`src/design/uif_regs.svh`:
```
`ifndef UIF_REGS_SVH
`define UIF_REGS_SVH
// ------------------------------------------------------------
// register offsets
// ------------------------------------------------------------
`define UIF_STS_OFS 8'h24
`define UIF_IEN_OFS 8'h28
`define UIF_FRM_OFS 8'h2C
`define UIF_PLB_OFS 8'h34
`define UIF_ALP_OFS 8'h38
`define UIF_CFG_OFS 8'h60
`define UIF_P0_OFS 8'h64
`define UIF_P1_OFS 8'h68
// ------------------------------------------------------------
// field positions and masks
// ------------------------------------------------------------
`define UIF_B_TD 0
`define UIF_B_ERR 1
`define UIF_B_PCD 2
`define UIF_B_ROL 3
`define UIF_B_SYS 4
`define UIF_B_AA 5
`define UIF_SRC_N 6
`define UIF_THR_MASK 6'h23
`define UIF_FRM_W 14
`define UIF_PLB_LSB 12
`define UIF_ALP_LSB 5
`define UIF_PO_BIT 13
`define UIF_CF_BIT 0
// ------------------------------------------------------------
// reset values
// ------------------------------------------------------------
`define UIF_PORT_RST 32'h0000_2000
`define UIF_ZERO32 32'h0000_0000
`define UIF_OWN_ALL 2'h3
// ------------------------------------------------------------
// timing
// ------------------------------------------------------------
`define UIF_FRAME_NS 125000
`define UIF_CLK_NS 50
`define UIF_THR_FRAMES 8
`endif

```
`src/design/uif_pkg.sv`:
```
package uif_pkg;
  typedef logic [5:0] uif_src_t;
  typedef logic [13:0] uif_frame_t;
  typedef logic [1:0] uif_owner_t;
endpackage : uif_pkg

```
`src/design/uif_top.sv`:
```
// Design decision made here: the plain strobed port.
`timescale 1ns/10ps
`include "uif_regs.svh"
module uif_top #(
  parameter int FRAME_CYC = `UIF_FRAME_NS / `UIF_CLK_NS,
  parameter int THRESH_FRAMES = `UIF_THR_FRAMES
) (
  input wire logic clk,
  input wire logic rst_n,
  input wire logic [7:0] addr,
  input wire logic [31:0] wdata,
  input wire logic wr_en,
  input wire logic rd_en,
  output logic [31:0] rdata,
  input wire logic async_advance_evt,
  input wire logic system_error_evt,
  input wire logic port_change_evt,
  input wire logic transfer_error_evt,
  input wire logic transfer_done_evt,
  output logic irq,
  output logic frame_tick,
  output logic [1:0] port_owner
);
  // ------------------------------------------------------------
  // state
  // ------------------------------------------------------------
  logic [31:0] rdata_q;
  logic [31:0] rdata_d;
  logic irq_q;
  logic irq_d;
  logic [15:0] cyc_q;
  logic frame_tick_q;
  logic [7:0] thr_q;
  logic thr_tick;
  uif_pkg::uif_frame_t frame_counter_q;
  uif_pkg::uif_src_t sts_q;
  uif_pkg::uif_src_t sts_d;
  uif_pkg::uif_src_t ien_q;
  uif_pkg::uif_src_t pend_q;
  uif_pkg::uif_src_t set_v;
  uif_pkg::uif_src_t clr_v;
  uif_pkg::uif_src_t cap_v;
  logic [31:`UIF_PLB_LSB] plb_q;
  logic [31:`UIF_ALP_LSB] alp_q;
  logic configured_flag_bit_q;
  logic cf_set;
  uif_pkg::uif_owner_t port_owner_q;
  logic wr_sts;
  logic wr_frm;
  logic wr_cfg;
  logic rollover;

  assign rdata = rdata_q;
  assign irq = irq_q;
  assign frame_tick = frame_tick_q;
  assign port_owner = port_owner_q;

  assign wr_sts = wr_en && (addr == `UIF_STS_OFS);
  assign wr_frm = wr_en && (addr == `UIF_FRM_OFS);
  assign wr_cfg = wr_en && (addr == `UIF_CFG_OFS);

  // ------------------------------------------------------------
  // frame and threshold timing
  // ------------------------------------------------------------
  always_ff @(posedge clk or negedge rst_n) begin
    if (!rst_n) begin
      cyc_q <= 16'h0000;
      frame_tick_q <= 1'b0;
    end else if (cyc_q == 16'(FRAME_CYC - 1)) begin
      cyc_q <= 16'h0000;
      frame_tick_q <= 1'b1;
    end else begin
      cyc_q <= cyc_q + 16'h0001;
      frame_tick_q <= 1'b0;
    end
  end

  assign thr_tick = frame_tick_q && (thr_q == 8'(THRESH_FRAMES - 1));

  always_ff @(posedge clk or negedge rst_n) begin
    if (!rst_n) begin
      thr_q <= 8'h00;
    end else if (thr_tick) begin
      thr_q <= 8'h00;
    end else if (frame_tick_q) begin
      thr_q <= thr_q + 8'h01;
    end
  end

  // ------------------------------------------------------------
  // frame counter
  // ------------------------------------------------------------
  assign rollover = frame_tick_q && !wr_frm && (&frame_counter_q);

  always_ff @(posedge clk or negedge rst_n) begin
    if (!rst_n) begin
      frame_counter_q <= 14'h0000;
    end else if (wr_frm) begin
      frame_counter_q <= wdata[`UIF_FRM_W-1:0];
    end else if (frame_tick_q) begin
      frame_counter_q <= frame_counter_q + 14'h0001;
    end
  end

  // ------------------------------------------------------------
  // status, enable and pending
  // ------------------------------------------------------------
  always_comb begin
    set_v = '0;
    set_v[`UIF_B_TD] = transfer_done_evt;
    set_v[`UIF_B_ERR] = transfer_error_evt;
    set_v[`UIF_B_PCD] = port_change_evt;
    set_v[`UIF_B_ROL] = rollover;
    set_v[`UIF_B_SYS] = system_error_evt;
    set_v[`UIF_B_AA] = async_advance_evt;
    clr_v = wr_sts ? wdata[`UIF_SRC_N-1:0] : '0;
    sts_d = (sts_q & ~clr_v) | set_v;
    cap_v = thr_tick ? (sts_q & ien_q & `UIF_THR_MASK) : '0;
  end

  always_ff @(posedge clk or negedge rst_n) begin
    if (!rst_n) begin
      sts_q <= '0;
    end else begin
      sts_q <= sts_d;
    end
  end

  always_ff @(posedge clk or negedge rst_n) begin
    if (!rst_n) begin
      ien_q <= '0;
    end else if (wr_en && (addr == `UIF_IEN_OFS)) begin
      ien_q <= wdata[`UIF_SRC_N-1:0];
    end
  end

  always_ff @(posedge clk or negedge rst_n) begin
    if (!rst_n) begin
      pend_q <= '0;
    end else begin
      pend_q <= (pend_q | cap_v) & sts_d;
    end
  end

  // immediate sources skip the threshold
  assign irq_d = (|(sts_q & ien_q & ~`UIF_THR_MASK))
               | (|(pend_q & ien_q));

  always_ff @(posedge clk or negedge rst_n) begin
    if (!rst_n) begin
      irq_q <= 1'b0;
    end else begin
      irq_q <= irq_d;
    end
  end

  // ------------------------------------------------------------
  // list pointers
  // ------------------------------------------------------------
  always_ff @(posedge clk or negedge rst_n) begin
    if (!rst_n) begin
      plb_q <= '0;
    end else if (wr_en && (addr == `UIF_PLB_OFS)) begin
      plb_q <= wdata[31:`UIF_PLB_LSB];
    end
  end

  always_ff @(posedge clk or negedge rst_n) begin
    if (!rst_n) begin
      alp_q <= '0;
    end else if (wr_en && (addr == `UIF_ALP_OFS)) begin
      alp_q <= wdata[31:`UIF_ALP_LSB];
    end
  end

  // ------------------------------------------------------------
  // configured flag and port ownership
  // ------------------------------------------------------------
  assign cf_set = wr_cfg && wdata[`UIF_CF_BIT] && !configured_flag_bit_q;

  always_ff @(posedge clk or negedge rst_n) begin
    if (!rst_n) begin
      configured_flag_bit_q <= 1'b0;
    end else if (wr_cfg) begin
      configured_flag_bit_q <= wdata[`UIF_CF_BIT];
    end
  end

  always_ff @(posedge clk or negedge rst_n) begin
    if (!rst_n) begin
      port_owner_q <= `UIF_OWN_ALL;
    end else if (cf_set) begin
      port_owner_q <= '0;
    end else if (!configured_flag_bit_q) begin
      port_owner_q <= `UIF_OWN_ALL;
    end else if (wr_en && (addr == `UIF_P0_OFS)) begin
      port_owner_q[0] <= wdata[`UIF_PO_BIT];
    end else if (wr_en && (addr == `UIF_P1_OFS)) begin
      port_owner_q[1] <= wdata[`UIF_PO_BIT];
    end
  end

  // ------------------------------------------------------------
  // read mux
  // ------------------------------------------------------------
  always_comb begin
    rdata_d = `UIF_ZERO32;
    if (!rd_en) begin
      rdata_d = `UIF_ZERO32;
    end else if (addr == `UIF_STS_OFS) begin
      rdata_d[`UIF_SRC_N-1:0] = sts_q;
    end else if (addr == `UIF_IEN_OFS) begin
      rdata_d[`UIF_SRC_N-1:0] = ien_q;
    end else if (addr == `UIF_FRM_OFS) begin
      rdata_d[`UIF_FRM_W-1:0] = frame_counter_q;
    end else if (addr == `UIF_PLB_OFS) begin
      rdata_d[31:`UIF_PLB_LSB] = plb_q;
    end else if (addr == `UIF_ALP_OFS) begin
      rdata_d[31:`UIF_ALP_LSB] = alp_q;
    end else if (addr == `UIF_CFG_OFS) begin
      rdata_d[`UIF_CF_BIT] = configured_flag_bit_q;
    end else if (addr == `UIF_P0_OFS) begin
      rdata_d[`UIF_PO_BIT] = port_owner_q[0];
    end else if (addr == `UIF_P1_OFS) begin
      rdata_d[`UIF_PO_BIT] = port_owner_q[1];
    end
  end

  always_ff @(posedge clk or negedge rst_n) begin
    if (!rst_n) begin
      rdata_q <= `UIF_ZERO32;
    end else begin
      rdata_q <= rdata_d;
    end
  end
endmodule : uif_top

```
`config.mk`:
```
export PLATFORM = sky130hd
export DESIGN_NAME = uif_top
export DESIGN_NICKNAME = d
export VERILOG_FILES = /design/src/design/uif_pkg.sv /design/src/design/uif_top.sv
export VERILOG_INCLUDE_DIRS = /design/src /design/src/design
export SDC_FILE = /design/constraint.sdc
export NUM_CORES = 1
export LEC_CHECK = 0
export ABC_AREA = 1
export BUFFER_PORTS_ARGS = -buffer_cell sky130_fd_sc_hd__buf_2
export CORE_MARGIN = 1.5
export CORE_UTILIZATION = 55
export DETAILED_ROUTE_END_ITERATION = 7
export PLACE_DENSITY = 0.76
export SKIP_LAST_GASP = 1
export SLEW_MARGIN = 25
export SYNTH_ARGS = -nofsm -noshare
export SYNTH_HDL_FRONTEND = slang
export SYNTH_SLANG_ARGS = --single-unit
export TNS_END_PERCENT = 5
```
`constraint.sdc`:
```
create_clock -name clk -period 1.42 [get_ports clk]
set_input_delay 0 -clock clk [delete_from_list [all_inputs] [get_ports clk]]
set_output_delay 0 -clock clk [all_outputs]
set_load 0.03 [all_outputs]
```
==> reports/results.ini <==
[route]
postRouteAntennaNets=0
wl_per_cell_um=13.9
drc=0
drtIter0Drc=367
wl_um=15200
vias=5643
dr.pass1.iters=5
via_per_inst=5.16

[cells_and_area]
syn2layout_area_growth_pct=27.7
register_area_um2=3510
multi_input_comb_area_um2=2580
diodes=0
final_common_cell=nand2_1
n_fill_cell=869
final_util=0.730
final_cell_mix=254 x nand2_1, 137 x dfrtp_1, 104 x inv_1
drive_above_1_share=0.191
fin_nets=991

[critical_path]
critPathMaxFanout=4
arrival_ns=1.73
worst_path_largest_cell_delay_ns=0.40
path_class=reg2reg
end_kind=flip-flop
crit_chain=ha_2, inv_1, nor2_4, nand2_1, nor2_1, nand3_1, a21oi_1
crit_slowest_cell=dfrtp_1
critPathRequiredTime_ns=1.77
start_kind=flip-flop

[global_routing]
grt_antenna_before_repair=0
first_global_vias=5709
grt.overflow.total=0
grt_usage=0.260
grt_max_degree=51
grt_pass1_wl_um=26100

[clock_tree]
root_buffer=clkbuf_16
cts_buffers=17
htreeDepth=4
cts_tree=yes
clock_path_buffers=2
worstSkewPairLatency_ns=0.42
clkTransAtPathRegs_ns=0.06
cts.sinks=140

[yosys]
synth_cell_type_count=33
ys_seq_area_frac=0.530
synth_edf_count=0
ys_async_sr_fraction=1.00
ys.flop_type=dfrtp_1
syn_area_per_cell_um2=8.37
syn_inst=790
yosys_warnings=0
ys_ff_latch=140
syn_nets=842
netlist_area_um2=6610

[floorplan]
core_um2=11600
rows=39
io_pins=85
start_util=0.572
fp.dieArea_um2=12700
fp.dieW_um=113
chipHeight_um=113

[timing]
fmax_ghz=0.728
period_minus_slack_ns=1.37
hold_viol_final=0
finalCritPeriodShare=0.967
rsz0062_at_grt=yes
fin_skew_ns=0.00735
hold_slack_ns=0.0179
tightestPinTransition_ns=0.523
finalSetupViolations=0
slew_headroom=0.652
finalMaxSlewViolations=0

[placement]
io_buffers=84
place_hpwl_um=10200
gp_congestion=0.864

[pwr]
post-layout-total-power_mw=9.96
power_density_nw_per_um2=1180
leakage_nw=4.31
irDropWorstVdd_mv=0.774

[status]
status=completed

[flow_run]
cap_violations=0

[hold_path]
holdCritPathClass=in2reg

-- cells by family after synthesis --
family / after synthesis / share of synthesized area
simple gates: 386 / 0.250
buf+inv: 128 / 0.0861
compound gates: 110 / 0.0974
fa+ha+maj: 3 / 0.00568
flops: 140 / 0.530
xor+xnor: 23 / 0.0305
-- per-stage QoR --
step | setup TNS, ns | worst slack (ns) | std cells | instance area, µm²
4_1_cts | 0 | 0.0143 | 1094 | 8400
6_report | 0 | 0.0467 | 1094 | 8440
2_1_floorplan | 0 | 0.0372 | 790 | 6610
3_5_place_dp | -0.0117 | -0.0117 | 1016 | 7250
3_3_place_gp | 0 | 0.0557 | 1016 | 7250
5_1_grt | -0.498 | -0.0542 | 1094 | 8440
-- worst max-delay path, delay by kind of cell (launching register included) --
| family | cells | cell delay [ns] |
|---|---|---|
| compound gates | 1 | 0.15 |
| buf+inv | 1 | 0.08 |
| flops | 1 | 0.40 |
| simple gates | 4 | 0.48 |
| fa+ha+maj | 1 | 0.19 |
-- Yosys cell counts, types with 3 or more instances --
master,n,area (µm²)
buf_2,5,25.0
nand4_1,8,50.1
inv_1,104,390
o21ai_0,22,110
dfrtp_1,138,3450
nand2_2,6,37.5
o21ai_2,20,175
buf_4,4,30.0
nand2_1,255,957
buf_6,9,101
nor2_1,41,154
clkbuf_1,3,11.3
a21oi_1,34,170
o21bai_1,5,37.5
xnor2_1,4,35.0
nor2_4,3,33.8
inv_2,3,11.3
nor3_1,12,60.1
o21ai_1,27,135
ha_1,3,37.5
nand3_1,52,260
xor2_1,19,166
-- final timing paths --
path / from / endpoint / slack [ns] / cells after the start
hold reg to reg: alp_q[7] / alp_q[7] / 0.47 / 2
setup / recovery: frame_counter_q[0] / pend_q[3] / 0.05 / 7
hold / removal: addr[7] / configured_flag_bit_q / 0.02 / 5
setup reg to reg: frame_counter_q[0] / pend_q[3] / 0.05 / 7
min in group asynchronous: rst_n / rdata[27] / 0.08 / 2
max in group asynchronous: rst_n / port_owner[1] / 0.75 / 3
-- what timing repair did --
| item | CTS | global route |
|---|---|---|
| resized for setup | 1 | 12 |
| pin swaps | 0 | 2 |
| setup endpoints to repair | 2 | 22 |
| buffers inserted | 0 | 0 |
| gates cloned | 0 | 0 |
| hold endpoints to repair | 223 | 0 |
| hold buffers | 47 | 0 |
-- layout make-up --
cell class	instances	area share
well taps	143	0.0212
inverters	107	0.0476
flip-flops and latches	140	0.415
clock inverters	5	0.0178
repair buffers	151	0.130
clock buffers	26	0.0627
multi-input cells	522	0.305
-- power by group --
part	total (mW)	switching, mW	internal [mW]
logic	0.680	0.404	0.276
registers	4.25	0.102	4.14
clock network	5.03	1.59	3.44
-- sequential cells by signal, summed over array words and instances (netlist names) --
signal / flops
configured_flag_bit_q: 1
port_owner: 2
thr_q: 8
alp_q: 27
rdata: 32
frame_tick: 1
irq: 1
pend_q: 6
cyc_q: 16
ien_q: 6
frame_counter_q: 14
sts_q: 6
plb_q: 20
-- routing by layer --
metal	up-vias	track usage	part of all wire
met4	0	0.105	0.019
met1	2679	0.321	0.43
met5	-	0	0
met2	156	0.448	0.51
li1	2783	-	-
met3	25	0.0551	0.047
No activity file was read; power rests on OpenSTA's default activity.
